===== config.mk =====
export PLATFORM = sky130hd
export DESIGN_NAME = par_regs
export DESIGN_NICKNAME = d
export VERILOG_FILES = /design/src/hdl/par_regs.v
export VERILOG_INCLUDE_DIRS = /design/src /design/src/pkg
export SDC_FILE = /design/constraint.sdc
export NUM_CORES = 1
export LEC_CHECK = 0
export ABC_AREA = 1
export ABC_CLOCK_PERIOD_IN_PS = 2750
export BUFFER_PORTS_ARGS = -buffer_cell sky130_fd_sc_hd__buf_2
export CAP_MARGIN = 5
export CORE_MARGIN = 3
export CORE_UTILIZATION = 58
export DETAILED_ROUTE_END_ITERATION = 12
export HOLD_SLACK_MARGIN = 0.02
export PLACE_DENSITY_LB_ADDON = 0.3
export REMOVE_ABC_BUFFERS = 1
export SLEW_MARGIN = 20
export SYNTH_ARGS = -nofsm -noshare
export SYNTH_HDL_FRONTEND = slang
export SYNTH_SLANG_ARGS = --single-unit

===== constraint.sdc =====
create_clock -name CLK -period 2.75 [get_ports CLK]
set_clock_uncertainty 0.05 [all_clocks]
set_input_delay 0.275 -clock CLK [delete_from_list [all_inputs] [get_ports CLK]]
set_output_delay 0.275 -clock CLK [all_outputs]
set_load 0.01 [all_outputs]

===== src/pkg/par_regs_map.vh =====
// register map constants for the transceiver id and advertisement bank
`ifndef PAR_REGS_MAP_VH
`define PAR_REGS_MAP_VH
`define PAR_IDX_STATUS      5'h01
`define PAR_IDX_OUI_UPPER   5'h02
`define PAR_IDX_OUI_LOWER   5'h03
`define PAR_IDX_ADV         5'h04
`define PAR_STAT_EXT_CAP    0
`define PAR_ADV_NEXT_PAGE   15
`define PAR_ADV_RSVD_HI     14
`define PAR_ADV_REM_FAULT   13
`define PAR_ADV_EXT_NP      12
`define PAR_ADV_ASYM_PAUSE  11
`define PAR_ADV_SYM_PAUSE   10
`define PAR_ADV_RSVD_LO     9
`define PAR_ADV_100_FD      8
`define PAR_ADV_100_HD      7
`define PAR_ADV_10_FD       6
`define PAR_ADV_10_HD       5
`define PAR_ADV_SEL_HI      4
`define PAR_ADV_WR_MASK     16'hbdff
`define PAR_ADV_SELECTOR_RST 5'h01
`define PAR_ADV_SEL_LO      0
`define PAR_ID_OUI_HI       15
`define PAR_ID_OUI_LO       10
`define PAR_ID_MODEL_HI     9
`define PAR_ID_MODEL_LO     4
`define PAR_ID_REV_HI       3
`define PAR_ID_REV_LO       0
`define PAR_ADV_NEXT_PAGE_RST 1'b0
`define PAR_ADV_REM_FAULT_RST 1'b0
`define PAR_ADV_EXT_NP_RST    1'b0
`define PAR_ADV_100_FD_RST    1'b1
`define PAR_ADV_100_HD_RST    1'b1
`define PAR_ADV_STRAP_RST     1'b0
`endif


===== src/hdl/par_regs.v =====
// transceiver identification and auto-negotiation advertisement register bank
//
// Operation
// The extended capability status bit is read-only and always reads as one.
// Index two is a writable 16-bit register holding identifier bits three to eighteen.
// Index three bits 15:10 are writable and hold identifier bits nineteen to twenty-four.
// Index three bits 9:4 hold the six-bit model number.
// Index three bits 3:0 hold a writable revision number whose reset value is a parameter.
// Index four is a writable 16-bit advertisement register offered to the link partner.
// Advertisement bit 15 is a writable next-page flag that resets to zero.
// Advertisement bit 13 is a writable remote-fault flag that resets to zero.
// Software should always write zero to the extended-next-page bit 12, which resets to zero.
// Advertisement bit 11 is a writable asymmetric pause flag with a strap-derived reset.
// Advertisement bit 10 is a writable symmetric pause flag with a strap-derived reset.
// Advertisement bit 8 is a writable 100BASE-X full duplex flag resetting to one.
// Advertisement bit 7 is a writable 100BASE-X half duplex flag resetting to one.
// Advertisement bit 6 is a writable 10BASE-T full duplex flag with a strap-derived reset.
// Pause bits reset to zero under manual flow control or fiber, else symmetric one and asymmetric from the strap.
// The 10BASE-T full duplex reset is autoneg OR (NOT speed AND duplex), zero in fiber.
// Writes to reserved bits 14 and 9 are ignored and they read as zero.
//
// Chosen here: the strobed register port.
`timescale 1ns/1ps
`default_nettype none
`include "par_regs_map.vh"

module par_regs #(
  parameter [15:0] OUI_UPPER_RST = 16'h1234,  // arbitrary value
  parameter [5:0]  OUI_LOWER_RST = 6'h2a,     // arbitrary value
  parameter [5:0]  MODEL_RST     = 6'h15,     // arbitrary value
  parameter [3:0]  REVISION_RST  = 4'h1,      // arbitrary value
  parameter [15:0] STATUS_OTHER  = 16'h0000
) (
  // clock and reset
  input  wire        CLK,
  input  wire        SRST,
  // register port
  input  wire [4:0]  ADDR,
  input  wire [15:0] WDATA,
  input  wire        WR,
  input  wire        RD,
  output reg  [15:0] RDATA,
  // configuration straps, asynchronous pins
  input  wire        MANUAL_FLOW_CTRL_CFG_PIN_A,
  input  wire        FULL_DUPLEX_FLOW_CTRL_CFG_PIN_A,
  input  wire        AUTONEG_CFG_PIN,
  input  wire        SPEED_CFG_PIN,
  input  wire        DUPLEX_CFG_PIN,
  input  wire        FIBER_MODE_PIN,
  // advertised abilities toward negotiation logic
  output wire [15:0] ADV_ABILITIES
);

  reg  [5:0]  sync1_ff;
  reg  [5:0]  sync2_ff;
  reg         load_ff;
  reg  [15:0] oui_upper_identifier_ff;
  reg  [5:0]  oui_lower_ff;
  reg  [5:0]  model_ff;
  reg  [3:0]  revision_ff;
  reg         next_page_ff;
  reg         rem_fault_ff;
  reg         ext_next_page_ff;
  reg         asym_pause_ff;
  reg         sym_pause_ff;
  reg         fd100_ff;
  reg         hd100_ff;
  reg         fd10_ff;
  reg         hd10_ff;
  reg  [4:0]  selector_ff;
  reg  [15:0] oui_lower_model_revision;
  reg  [15:0] autoneg_advertised_abilities;
  reg  [15:0] rd_mux;
  wire        wr_oui_upper;
  wire        wr_oui_lower;
  wire        wr_adv;
  wire        manual_fc;
  wire        fd_fc;
  wire        an_strap;
  wire        speed_strap;
  wire        duplex_strap;
  wire        fiber;
  wire        strap_sym;
  wire        strap_asym;
  wire        strap_10fd;
  wire        strap_10hd;

  // strap synchroniser
  always @(posedge CLK) begin
    sync1_ff <= {MANUAL_FLOW_CTRL_CFG_PIN_A, FULL_DUPLEX_FLOW_CTRL_CFG_PIN_A,
                 AUTONEG_CFG_PIN, SPEED_CFG_PIN, DUPLEX_CFG_PIN, FIBER_MODE_PIN};
    sync2_ff <= sync1_ff;
  end

  assign manual_fc    = sync2_ff[5];
  assign fd_fc        = sync2_ff[4];
  assign an_strap     = sync2_ff[3];
  assign speed_strap  = sync2_ff[2];
  assign duplex_strap = sync2_ff[1];
  assign fiber        = sync2_ff[0];

  // pause strap defaults
  assign strap_sym  = ~fiber & ~manual_fc;
  assign strap_asym = ~fiber & ~manual_fc & fd_fc;
  // 10 full duplex default
  assign strap_10fd = ~fiber & (an_strap | (~speed_strap & duplex_strap));
  assign strap_10hd = ~fiber & (an_strap | ~speed_strap);

  // strap-derived values are loaded on the cycle after reset release,
  // once the synchroniser holds settled pin levels
  always @(posedge CLK) begin
    if (SRST) begin
      load_ff <= 1'b1;
    end else begin
      load_ff <= 1'b0;
    end
  end

  // register port write decodes
  assign wr_oui_upper = WR & (ADDR == `PAR_IDX_OUI_UPPER);
  assign wr_oui_lower = WR & (ADDR == `PAR_IDX_OUI_LOWER);
  assign wr_adv       = WR & (ADDR == `PAR_IDX_ADV);

  // upper identifier write
  always @(posedge CLK) begin
    if (SRST) begin
      oui_upper_identifier_ff <= OUI_UPPER_RST;
    end else if (wr_oui_upper) begin
      oui_upper_identifier_ff <= WDATA;
    end
  end

  // lower identifier write
  always @(posedge CLK) begin
    if (SRST) begin
      oui_lower_ff <= OUI_LOWER_RST;
    end else if (wr_oui_lower) begin
      oui_lower_ff <= WDATA[`PAR_ID_OUI_HI:`PAR_ID_OUI_LO];
    end
  end

  // model number field
  always @(posedge CLK) begin
    if (SRST) begin
      model_ff <= MODEL_RST;
    end else if (wr_oui_lower) begin
      model_ff <= WDATA[`PAR_ID_MODEL_HI:`PAR_ID_MODEL_LO];
    end
  end

  // revision number field
  always @(posedge CLK) begin
    if (SRST) begin
      revision_ff <= REVISION_RST;
    end else if (wr_oui_lower) begin
      revision_ff <= WDATA[`PAR_ID_REV_HI:`PAR_ID_REV_LO];
    end
  end

  // lower identifier word as software sees it
  always @* begin
    oui_lower_model_revision                                    = 16'h0000;
    oui_lower_model_revision[`PAR_ID_OUI_HI:`PAR_ID_OUI_LO]     = oui_lower_ff;
    oui_lower_model_revision[`PAR_ID_MODEL_HI:`PAR_ID_MODEL_LO] = model_ff;
    oui_lower_model_revision[`PAR_ID_REV_HI:`PAR_ID_REV_LO]     = revision_ff;
  end

  // next page flag
  always @(posedge CLK) begin
    if (SRST) begin
      next_page_ff <= `PAR_ADV_NEXT_PAGE_RST;
    end else if (wr_adv) begin
      next_page_ff <= WDATA[`PAR_ADV_NEXT_PAGE];
    end
  end

  // remote fault flag
  always @(posedge CLK) begin
    if (SRST) begin
      rem_fault_ff <= `PAR_ADV_REM_FAULT_RST;
    end else if (wr_adv) begin
      rem_fault_ff <= WDATA[`PAR_ADV_REM_FAULT];
    end
  end

  // extended next page storage
  always @(posedge CLK) begin
    if (SRST) begin
      ext_next_page_ff <= `PAR_ADV_EXT_NP_RST;
    end else if (wr_adv) begin
      ext_next_page_ff <= WDATA[`PAR_ADV_EXT_NP];
    end
  end

  // 100 full duplex
  always @(posedge CLK) begin
    if (SRST) begin
      fd100_ff <= `PAR_ADV_100_FD_RST;
    end else if (wr_adv) begin
      fd100_ff <= WDATA[`PAR_ADV_100_FD];
    end
  end

  // 100 half duplex
  always @(posedge CLK) begin
    if (SRST) begin
      hd100_ff <= `PAR_ADV_100_HD_RST;
    end else if (wr_adv) begin
      hd100_ff <= WDATA[`PAR_ADV_100_HD];
    end
  end

  // selector field
  always @(posedge CLK) begin
    if (SRST) begin
      selector_ff <= `PAR_ADV_SELECTOR_RST;
    end else if (wr_adv) begin
      selector_ff <= WDATA[`PAR_ADV_SEL_HI:`PAR_ADV_SEL_LO];
    end
  end

  // asymmetric pause, write beats strap load
  always @(posedge CLK) begin
    if (SRST) begin
      asym_pause_ff <= `PAR_ADV_STRAP_RST;
    end else if (wr_adv) begin
      asym_pause_ff <= WDATA[`PAR_ADV_ASYM_PAUSE];
    end else if (load_ff) begin
      asym_pause_ff <= strap_asym;
    end
  end

  // symmetric pause flag
  always @(posedge CLK) begin
    if (SRST) begin
      sym_pause_ff <= `PAR_ADV_STRAP_RST;
    end else if (wr_adv) begin
      sym_pause_ff <= WDATA[`PAR_ADV_SYM_PAUSE];
    end else if (load_ff) begin
      sym_pause_ff <= strap_sym;
    end
  end

  // 10 full duplex
  always @(posedge CLK) begin
    if (SRST) begin
      fd10_ff <= `PAR_ADV_STRAP_RST;
    end else if (wr_adv) begin
      fd10_ff <= WDATA[`PAR_ADV_10_FD];
    end else if (load_ff) begin
      fd10_ff <= strap_10fd;
    end
  end

  // 10 half duplex, strap default
  always @(posedge CLK) begin
    if (SRST) begin
      hd10_ff <= `PAR_ADV_STRAP_RST;
    end else if (wr_adv) begin
      hd10_ff <= WDATA[`PAR_ADV_10_HD];
    end else if (load_ff) begin
      hd10_ff <= strap_10hd;
    end
  end

  // advertisement word assembly
  // reserved bits stay zero
  always @* begin
    autoneg_advertised_abilities                      = 16'h0000;
    autoneg_advertised_abilities[`PAR_ADV_NEXT_PAGE]  = next_page_ff;
    autoneg_advertised_abilities[`PAR_ADV_REM_FAULT]  = rem_fault_ff;
    autoneg_advertised_abilities[`PAR_ADV_EXT_NP]     = ext_next_page_ff;
    autoneg_advertised_abilities[`PAR_ADV_ASYM_PAUSE] = asym_pause_ff;
    autoneg_advertised_abilities[`PAR_ADV_SYM_PAUSE]  = sym_pause_ff;
    autoneg_advertised_abilities[`PAR_ADV_100_FD]     = fd100_ff;
    autoneg_advertised_abilities[`PAR_ADV_100_HD]     = hd100_ff;
    autoneg_advertised_abilities[`PAR_ADV_10_FD]      = fd10_ff;
    autoneg_advertised_abilities[`PAR_ADV_10_HD]      = hd10_ff;
    autoneg_advertised_abilities[`PAR_ADV_SEL_HI:`PAR_ADV_SEL_LO] = selector_ff;
  end

  always @* begin
    case (ADDR)
      // extended capability one
      `PAR_IDX_STATUS: begin
        rd_mux                    = STATUS_OTHER;
        rd_mux[`PAR_STAT_EXT_CAP] = 1'b1;
      end
      `PAR_IDX_OUI_UPPER: rd_mux = oui_upper_identifier_ff;
      `PAR_IDX_OUI_LOWER: rd_mux = oui_lower_model_revision;
      `PAR_IDX_ADV:       rd_mux = autoneg_advertised_abilities;
      default:            rd_mux = 16'h0000;
    endcase
  end

  always @(posedge CLK) begin
    if (SRST) begin
      RDATA <= 16'h0000;
    end else if (RD) begin
      RDATA <= rd_mux;
    end else begin
      RDATA <= 16'h0000;
    end
  end

  assign ADV_ABILITIES = autoneg_advertised_abilities;

endmodule // par_regs

`default_nettype wire


==> results of run 1 <==
layout by cell type, fill, tap and decap left out:
cell / n
conb_1: 2
a21oi_1: 9
nand3b_1: 1
clkinv_2: 3
clkbuf_8: 9
dfxtp_1: 75
nor2_2: 3
dlygate4sd3_1: 6
o211ai_1: 1
clkinv_4: 2
nand3_1: 35
nor2_4: 2
inv_1: 27
a21oi_2: 1
nand4_2: 2
inv_2: 5
o21ai_1: 11
o21ai_0: 19
o211ai_2: 3
nand4_1: 31
buf_2: 60
buf_4: 8
nand2_1: 65
bufinv_16: 2
or2_2: 1
nor2_1: 54
stage by stage:
| step | power, uW | setup slack [ns] |
|---|---|---|
| floorplan | 1210 | 0.531 |
| global placement | 1280 | 0.885 |
| detailed placement | 1280 | 0.842 |
| CTS | 2200 | 1.21 |
| global route | 2270 | 1.08 |
| finish | 2200 | 1.23 |
worst paths after layout:
| check | from | to | cells past startpoint |
|---|---|---|---|
| worst max-delay path | ADDR[1] | selector_ff[0] | 6 |
| worst min-delay path | SRST | load_ff | 1 |
| worst max register to register | load_ff | fd10_ff | 6 |
| worst min register to register | sync1_ff[2] | sync2_ff[2] | 0 |
report_power, final:
group / internal [uW] / switching [uW] / total [uW] / leakage (uW)
clock network: 509 / 419 / 928 / 0.000113
logic: 52.3 / 98.6 / 151 / 0.000973
registers: 1110 / 9.71 / 1120 / 0.000611
cell families (layout without fill, tap and decap cells):
logic type	Yosys count	after routing	share of synthesized area
buffers and inverters	67	122	0.109
flip-flops	75	75	0.505
other	1	2	0.00126
AND/OR/NAND/NOR	194	194	0.301
AO/OA/AOI/OAI	44	44	0.0837
cell type report:
class,instances,area [um^2]
Sequential cell,75,1500
Fill cell,376,1350
Multi-Input combinational cell,240,1150
Timing Repair Buffer,74,420
Clock buffer,9,124
Inverter,32,120
Clock inverter,7,92.6
Tap cell,67,83.8
metal layers:
metal / vias up / GRT usage / part of all wire
li1: 1340 / - / -
met1: 1294 / 0.320 / 0.43
met2: 117 / 0.417 / 0.48
met3: 11 / 0.0661 / 0.077
met4: 0 / 0.130 / 0.015
met5: - / 0 / 0
registers in the layout, indices dropped and copies added (netlist names):
| signal | count |
|---|---|
| model_ff | 6 |
| oui_upper_identifier_ff | 16 |
| next_page_ff | 1 |
| rem_fault_ff | 1 |
| selector_ff | 5 |
| hd10_ff | 1 |
| revision_ff | 4 |
| asym_pause_ff | 1 |
| sync2_ff | 6 |
| sync1_ff | 6 |
| sym_pause_ff | 1 |
| hd100_ff | 1 |
| fd100_ff | 1 |
| fd10_ff | 1 |
| RDATA | 16 |
| ext_next_page_ff | 1 |
| oui_lower_ff | 6 |
| load_ff | 1 |
what timing repair did:
item / CTS / global route
endpoints found under the hold margin: 6 / 0
hold buffers: 6 / 0
setup endpoints to repair: 0 / 0
==> out/metrics.yaml, run 1 <==
run_status:
  outcome: "finished clean"
worst_setup_path:
  critPathArrivalTime_ns: 1.76
  startpoint_type: "primary input"
  crit_family: "simple AND/OR/NAND/NOR gates"
  worstPathCellList: "buf_2, nor2_2, nand3_1, nor2_1, a21oi_1, o21ai_0"
  crit_type: "in -> reg"
  worst-path-buf-inv: 1
  critPathMaxFanout: 18
  max_stage_delay_ns: 0.70
  rrSetupSlack_ns: 1.69
  crit_required_ns: 2.99
  cp-end-kind: "flip-flop"
  crit_slowest_cell: "nor2_1"
global_route:
  antenna_found_initial: 0
  grtUsageTotal: 0.259
  grt_start_max_net_pins: 42
  grt_overflow_total: 0
  grt_pass1_vias: 2588
  grt_pass1_wl_mm: 12.2
sta:
  worst_pin_slew_ns: 0.904
  relSlewSlack: 0.395
  final.setup.tns_ns: 0
  min_period_ns: 1.52
  drv_slew: 0
  setup_viol: 0
  hold_viol: 0
  finalHoldWorstSlack_ns: 0.0972
  final.period_utilization: 0.553
  rsz0062_at_grt: "false"
  max_freq_ghz: 0.658
finish:
  n_antenna_cell: 0
  nets: 463
  area_growth_pct: 17.5
  design_area_mm2: 0.00349
  final_cells: 504
  drive_above_1_share: 0.231
  final_core_util: 0.721
placed_design:
  hpwl_mm: 4.62
  place_area_mm2: 0.00322
  routabilityCongestion: 0.782
  io_buffers: 60
  place_inst: 482
cts:
  clock_latency_ns: 0.36
  clk_pin_slew_ns: 0.08
  clock_tree.root_cell: "clkbuf_8"
  cts.sinks: 75
  cts_tree: "built"
  cts_setup_buffers: 0
  cts_resized: 0
  htree_levels: 3
  cts_made_buffers: 9
  clockBufferDepth: 2
yosys:
  synthTopCellsByCount: "dfxtp_1, nand2_1, nor2_1, nand3_1, nand4_1"
  ys_seq_elements: 75
  synth.top_cell.area_share: 0.505
  seq_area_frac_synth: 0.505
  yosysTopAreaCell: "dfxtp_1"
  syn_area_per_cell_um2: 7.81
  async_flop_share: 0
  ys_top_cells_by_area: "dfxtp_1, nand2_1, nor2_1"
  synth_area_mm2: 0.00298
  synth-edff-count: 0
  synth_most_common_cell: "dfxtp_1"
  synthCells: 381
  synthFlopType: "dfxtp_1"
  ys_warn_count: 0
  synth_cell_types: 24
floorplan:
  fp.dieH_um: 77.6
  die_x_um: 77.6
  start_util: 0.614
  ioPinCount: 63
  rows: 25
  core-area_mm2: 0.00485
  dieArea_mm2: 0.00603
pwr:
  powerDensity_mw_per_mm2: 628
  p_leak_uw: 0.00170
  ir_drop_mv: 0.453
route:
  routed_via_density: 5.48
  vias: 2762
  ant_nets: 0
  drt_first_iter_violations: 204
  post_drt_wl_per_cell_um: 14.6
  firstDrtPassIters: 5
  wirelength_mm: 7.37
  drc: 0
worst_hold_path:
  worstHoldPathType: "in -> reg"
flow_run:
  drv_cap: 0
No activity file was read; power rests on OpenSTA's default activity.
==> run 2: changes to the inputs <==
--- a/config.mk
+++ b/config.mk
@@ -6,12 +6,12 @@
 export SDC_FILE = /design/constraint.sdc
 export NUM_CORES = 1
 export LEC_CHECK = 0
-export ABC_AREA = 1
-export ABC_CLOCK_PERIOD_IN_PS = 2750
+export ABC_AREA = 0
+export ABC_CLOCK_PERIOD_IN_PS = 1500
 export BUFFER_PORTS_ARGS = -buffer_cell sky130_fd_sc_hd__buf_2
 export CAP_MARGIN = 5
 export CORE_MARGIN = 3
-export CORE_UTILIZATION = 58
+export CORE_UTILIZATION = 54
 export DETAILED_ROUTE_END_ITERATION = 12
 export HOLD_SLACK_MARGIN = 0.02
 export PLACE_DENSITY_LB_ADDON = 0.3
==> constraint.sdc (replaced) <==
create_clock -name CLK -period 1.5 [get_ports CLK]
set_clock_uncertainty 0.05 [all_clocks]
set_input_delay 0.15 -clock CLK [delete_from_list [all_inputs] [get_ports CLK]]
set_output_delay 0.15 -clock CLK [all_outputs]
set_load 0.01 [all_outputs]
==> run 2 against run 1 <==
Effect of this change:
- sequential power grew 82%
- clock power increased by 68%
- die area is 13% higher
- core utilization down 4.9 points
- design area increased by 7.1%
- non-clock buffer count up 12
- setup slack got worse by 0.87 ns
- largest power group unchanged
- highest routed layer unchanged
==> out/metrics.yaml, run 2 <==
run_status:
  outcome: "finished clean"
yosys:
  synth-compound-area-share: 0.0861  # +0.00246
  ys_warn_count: 0  # unchanged
  ys_top_cells_by_area: "dfxtp_1, mux2i_1, nand2b_1"
  synthCells: 308  # -19%
  synth_simple_gate_area_frac: 0.197  # -0.105
  synth.top_cell.area_share: 0.476  # -0.0282
  synth_area_mm2: 0.00315  # +5.9%
  synth_cell_types: 35  # +46%
  syn_area_per_cell_um2: 10.2  # +31%
  synth-edff-count: 0  # unchanged
  async_flop_share: 0  # unchanged
  yosysTopAreaCell: "dfxtp_1"
  synthTopCellsByCount: "dfxtp_1, nor2_1, mux2i_1, nand2b_1"
  synthFlopType: "dfxtp_1"
  synth_xor_area_frac: 0  # unchanged
  muxShareOfSynthArea: 0.167  # +0.167
  synth-adder-area-share: 0  # unchanged
  synth_most_common_cell: "dfxtp_1"
  synth_top_family_by_area: "simple AND/OR/NAND/NOR gates"
  ys_seq_elements: 75  # unchanged
  seq_area_frac_synth: 0.476  # -0.0282
sta:
  final.setup.tns_ns: 0  # unchanged
  min_period_ns: 1.14
  rsz0062_at_grt: "false"
  final.period_utilization: 0.761
  drv_slew: 0  # unchanged
  finalHoldWorstSlack_ns: 0.0324  # -0.0648 ns
  setup_viol: 0  # unchanged
  hold_viol: 0  # unchanged
  max_freq_ghz: 0.876
  timing.final.ws_setup_ns: 0.358  # -0.872 ns
worst_setup_path:
  cp-end-kind: "flip-flop"
  timing.rr.start: "load_ff"
  rrSetupSlack_ns: 0.39  # -1.30 ns
  crit_required_ns: 1.72  # -1.27 ns
  startpoint_type: "primary input"
  critPathArrivalTime_ns: 1.36  # -0.40 ns
  reg2reg_depth: 3  # -3
  critPathMaxFanout: 6  # -12
  reg2reg_to: "fd10_ff"
  crit_type: "in -> reg"
finish:
  reg.largest.list: "RDATA: 16 flops, oui_upper_identifier_ff: 16 flops"
  drive_above_1_share: 0.305  # +0.0739
  final_common_cell: "dfxtp_1"
  n_antenna_cell: 0  # unchanged
  nets: 403  # -13%
  mostFrequentLayoutCells: "dfxtp_1, buf_2, nor2_1"
  design_area_mm2: 0.00374  # +7.1%
  area_growth_pct: 18.8
pwr:
  switching_power_uw: 910  # +73%
  p_total_uw: 3880  # +77%
  powerDensity_mw_per_mm2: 1040  # +65%
  comb_power_share: 0.073  # +0.004
  ir_drop_mv: 0.573  # +27%
  p_seq_frac: 0.525  # +0.016
  swShare: 0.234  # -0.00561
  p_leak_uw: 0.00154  # -9.1%
  p_int_uw: 2970  # +78%
  p_clk_frac: 0.401  # -0.022
global_route:
  grt_util_met2: 0.381  # -0.0363
  grt_overflow_total: 0  # unchanged
  grtUsageTotal: 0.224  # -0.0349
  grt_pass1_wl_mm: 11.4  # -7.0%
  grtUsageMet1: 0.277  # -0.0423
  grtUsageMet3: 0.0466  # -0.0195
  grt_start_max_net_pins: 75  # +79%
  antenna_found_initial: 0  # unchanged
  busiest_layer: "met2"
  grt_pass1_vias: 2330  # -10%
floorplan:
  fp.dieH_um: 82.4  # +6.1%
  dieArea_mm2: 0.00679  # +13%
  rows: 27  # +8.0%
  core-area_mm2: 0.00557  # +15%
  ioPinCount: 63  # unchanged
  start_util: 0.565  # -0.0482
  die_x_um: 82.4  # +6.1%
route:
  firstDrtPassIters: 4  # -1
  ant_nets: 0  # unchanged
  wirelength_mm: 6.97  # -5.5%
  vias: 2387  # -14%
  drc: 0  # unchanged
  post_drt_wl_per_cell_um: 15.5  # +6.1%
  drt_first_iter_violations: 213  # +4.4%
  routed_via_density: 5.32  # -3.0%
placed_design:
  dp_slack_ns: 0.00358  # -0.838 ns
  routabilityCongestion: 0.759  # -3.0%
  hpwl_mm: 4.80  # +3.9%
  io_buffers: 60  # unchanged
  place_area_mm2: 0.00347  # +7.9%
flow_run:
  drv_cap: 0  # unchanged
worst_hold_path:
  worstHoldPathType: "in -> reg"
  hold_depth: 3  # +2
  holdCritStartpoint: "WDATA[0]"
  hold_end: "oui_upper_identifier_ff[0]"
cts:
  clockBufferDepth: 2  # unchanged
  clock_latency_ns: 0.34  # -0.02 ns
  clk_pin_slew_ns: 0.08  # about the same
  cts_made_buffers: 9  # unchanged
  cts.sinks: 75  # unchanged
  htree_levels: 3  # unchanged
  cts_setup_buffers: 0  # unchanged
  cts_tree: "built"
  cts_hold_buf: 7  # +1
  cts_resized: 0  # unchanged
  clock_tree.root_cell: "clkbuf_8"
## run 2: cell types whose count changed after synthesis, sizes merged, moves of 32 or more
cell / change
nand2: -63
mux2i: +38
nand2b: +37
inv: -32
nand3: -32
nand4: -32
## run 2: cell type report
cell class | instances | area [um^2]
multi-input combinational | 200 | 1430
sequential | 75 | 1500
clock buffer | 10 | 138
clock inverter | 6 | 63.8
tap | 72 | 90.1
fill | 443 | 1830
timing repair buffer | 86 | 526
## run 2: kinds of logic (layout without fill, tap and decap cells)
family,Yosys count,in the layout
mux,51,51
buf+inv,34,102
compound gates,38,38
flops,75,75
simple gates,109,109
other cells,1,2
## run 2: worst max path at each step
stage	from	end	slack, ns	cells past startpoint
final	ADDR[4]	model_ff[1]	0.36	5
after global routing	load_ff	fd10_ff	0.26	3
after CTS	ADDR[4]	model_ff[1]	0.37	5
after detailed placement	ADDR[4]	model_ff[4]	0.004	5
after global placement	ADDR[0]	hd10_ff	0.08	4
after floorplan	ADDR[4]	model_ff[0]	0.001	3
## run 2: critical path, cell delays in order
cell     delay (ns)
buf_2          0.14
nor3_1         0.36
and4_1         0.31
buf_4          0.19
mux2i_1        0.21
## run 2: routing by layer
| metal | share of wire | vias up | wire (um) |
|---|---|---|---|
| li1 | - | 1181 | - |
| met1 | 0.43 | 1117 | 3020 |
| met2 | 0.50 | 81 | 3470 |
| met3 | 0.055 | 8 | 383 |
| met4 | 0.013 | 0 | 90 |
| met5 | 0 | - | 0 |
## run 2: per-stage QoR
stage | utilization | cells
final | 0.672 | 449
after global placement | 0.623 | 426
after detailed placement | 0.623 | 426
after floorplan | - | 275
after global routing | 0.672 | 449
after CTS | 0.672 | 449
## run 2: power by group through the flow
stage / logic [uW] / clock network [uW] / registers (uW)
after detailed placement: 270 / 0 / 2090
after CTS: 285 / 1580 / 2040
after floorplan: 111 / 0 / 2080
final: 285 / 1560 / 2040
after global placement: 267 / 0 / 2080
after global routing: 312 / 1660 / 2040
==> run 3: changes to the inputs <==
--- a/config.mk
+++ b/config.mk
@@ -7,11 +7,11 @@
 export NUM_CORES = 1
 export LEC_CHECK = 0
 export ABC_AREA = 0
-export ABC_CLOCK_PERIOD_IN_PS = 1500
+export ABC_CLOCK_PERIOD_IN_PS = 1000
 export BUFFER_PORTS_ARGS = -buffer_cell sky130_fd_sc_hd__buf_2
 export CAP_MARGIN = 5
 export CORE_MARGIN = 3
-export CORE_UTILIZATION = 54
+export CORE_UTILIZATION = 49
 export DETAILED_ROUTE_END_ITERATION = 12
 export HOLD_SLACK_MARGIN = 0.02
 export PLACE_DENSITY_LB_ADDON = 0.3
==> constraint.sdc (replaced) <==
create_clock -name CLK -period 1 [get_ports CLK]
set_clock_uncertainty 0.05 [all_clocks]
set_input_delay 0.1 -clock CLK [delete_from_list [all_inputs] [get_ports CLK]]
set_output_delay 0.1 -clock CLK [all_outputs]
set_load 0.01 [all_outputs]
==> run 3 against run 2 <==
Effect of this change:
- wire length increased by 7.9%
- sequential cell count unchanged
- largest cell class is now multi-input gates
- sequential share of layout area decreased by 4.3 points
==> out/metrics.yaml, run 3 (synthesized netlist as in run 2, its figures left out) <==
floorplan:
  start_util: 0.520  # -0.0454
  fp.dieH_um: 86.2  # +4.6%
  dieArea_mm2: 0.00743  # +9.4%
  die_x_um: 86.2  # +4.6%
  ioPinCount: 63  # unchanged
  rows: 28  # +3.7%
  core-area_mm2: 0.00606  # +8.7%
route:
  drt_first_iter_violations: 121  # -43%
  routed_via_density: 5.26  # -0.99%
  vias: 2537  # +6.3%
  drc: 0  # unchanged
  wirelength_mm: 7.52  # +7.9%
  ant_nets: 0  # unchanged
  firstDrtPassIters: 4  # unchanged
  post_drt_wl_per_cell_um: 15.6  # +0.51%
finish:
  final_common_cell: "dfxtp_1"
  mostFrequentLayoutCells: "dfxtp_1, buf_2, nor2_1"
  drive_above_1_share: 0.400  # +0.0955
  n_antenna_cell: 0  # unchanged
  area_growth_pct: 35.6
  nets: 433  # +7.4%
  design_area_mm2: 0.00428  # +14%
  reg.largest.list: "RDATA: 16 flops, oui_upper_identifier_ff: 16 flops"
worst_setup_path:
  max_stage_delay_ns: 0.33  # -0.03 ns
  startpoint: "oui_upper_identifier_ff[1]"
  timing.rr.start: "oui_upper_identifier_ff[1]"
  crit_required_ns: 1.19  # -0.53 ns
  crit_type: "reg -> reg"
  critPathArrivalTime_ns: 1.18  # -0.18 ns
  reg2reg_depth: 3  # unchanged
  worstPathCellList: "mux2_4, a32oi_2, nor2_1"
  rrSetupSlack_ns: 0.01  # -0.38 ns
  critPathMaxFanout: 2  # -4
  cp-end-kind: "flip-flop"
  startpoint_type: "flip-flop"
  crit_slowest_cell: "dfxtp_1"
global_route:
  antenna_found_initial: 0  # unchanged
  grt_pass1_wl_mm: 11.7  # +2.8%
  grt_start_max_net_pins: 51  # -32%
  grt_pass1_vias: 2551  # +9.5%
  grt_overflow_total: 0  # unchanged
  grtUsageTotal: 0.202  # -0.0225
cts:
  clock_latency_ns: 0.35  # about the same
  htree_levels: 3  # unchanged
  cts_made_buffers: 9  # unchanged
  cts_tree: "built"
  cts.sinks: 75  # unchanged
  clock_tree.root_cell: "clkbuf_8"
  clockBufferDepth: 2  # unchanged
  clk_pin_slew_ns: 0.07  # about the same
worst_hold_path:
  holdCritStartpoint: "SRST"
  hold_depth: 5  # +2
  worstHoldPathType: "in -> reg"
sta:
  hold_viol: 0  # unchanged
  final.period_utilization: 0.988
  max_freq_ghz: 1.01
  finalHoldWorstSlack_ns: 0.162  # +0.129 ns
  setup_viol: 0  # unchanged
  rsz0062_at_grt: "true"
  drv_slew: 0  # unchanged
  final.setup.tns_ns: 0  # unchanged
  min_period_ns: 0.988
pwr:
  p_int_uw: 4800  # +62%
  powerDensity_mw_per_mm2: 1450  # +40%
  p_seq_frac: 0.493  # -0.032
  comb_power_share: 0.090  # +0.017
  swShare: 0.225  # -0.00979
  switching_power_uw: 1390  # +53%
  ir_drop_mv: 1.04  # +81%
  p_leak_uw: 0.00177  # +15%
  p_clk_frac: 0.416  # +0.015
placed_design:
  place_area_mm2: 0.00357  # +2.8%
  routabilityCongestion: 0.781  # +3.0%
  io_buffers: 60  # unchanged
  hpwl_mm: 4.87  # +1.5%
flow_run:
  drv_cap: 0  # unchanged
run_status:
  outcome: "finished clean"
-- run 3: cell count changes in the layout (fill, tap and decap cells not counted), sizes merged --
cell	change
dlygate4sd3	+16
bufinv	+1
inv	-1
clkinvlp	-2
clkbuf	+3
nand3	+1
buf	+12
-- run 3: what timing repair did --
item | 4_1_cts | 5_1_grt
pin swaps | 0 | 17
resized for setup | 15 | 45
gates cloned | 0 | 2
hold buffers | 23 | 0
setup buffers | 1 | 2
endpoints found under the hold margin | 42 | 0
setup endpoints to repair | 14 | 43
-- run 3: path summary, 6_finish.rpt --
path	end
setup reg to reg	RDATA[1]
setup / recovery	RDATA[1]
hold / removal	RDATA[15]
hold reg to reg	sync2_ff[4]
-- run 3: stage by stage --
step | cells | setup WS [ns] | utilization | power [uW]
after floorplan | 275 | -0.449 | - | 3290
after global placement | 438 | -0.328 | 0.589 | 3560
after detailed placement | 438 | -0.375 | 0.589 | 3570
after CTS | 478 | 0.00300 | 0.668 | 6210
after global routing | 482 | -0.0728 | 0.705 | 6410
final | 482 | 0.0122 | 0.705 | 6200
-- run 3: area by class of cell --
class,instances,area [um^2]
Fill cell,455,1790
Tap cell,75,93.8
Clock buffer,12,145
Multi-Input combinational cell,201,1530
Sequential cell,75,1530
Clock inverter,4,73.8
Timing Repair Buffer,115,896
-- run 3: worst max-delay path, delay by kind of cell (launching register included) --
family	cells	cell delay (ns)
DFF	1	0.33
AOI/OAI and AO/OA	1	0.15
and+or+nand+nor	1	0.07
muxes	1	0.28
-- run 3: routing by layer --
metal | up-vias | track usage | share of wire
li1 | 1245 | - | -
met1 | 1215 | 0.240 | 0.43
met3 | 10 | 0.0665 | 0.055
met2 | 67 | 0.341 | 0.51
met4 | 0 | 0.0708 | 0.013
met5 | - | 0 | 0
-- run 3: power by group through the flow --
stage	combinational, uW	sequential, uW	clock [uW]
floorplan	166	3130	0
global placement	434	3120	0
detailed placement	443	3120	0
CTS	519	3060	2630
global route	605	3060	2750
finish	560	3060	2580
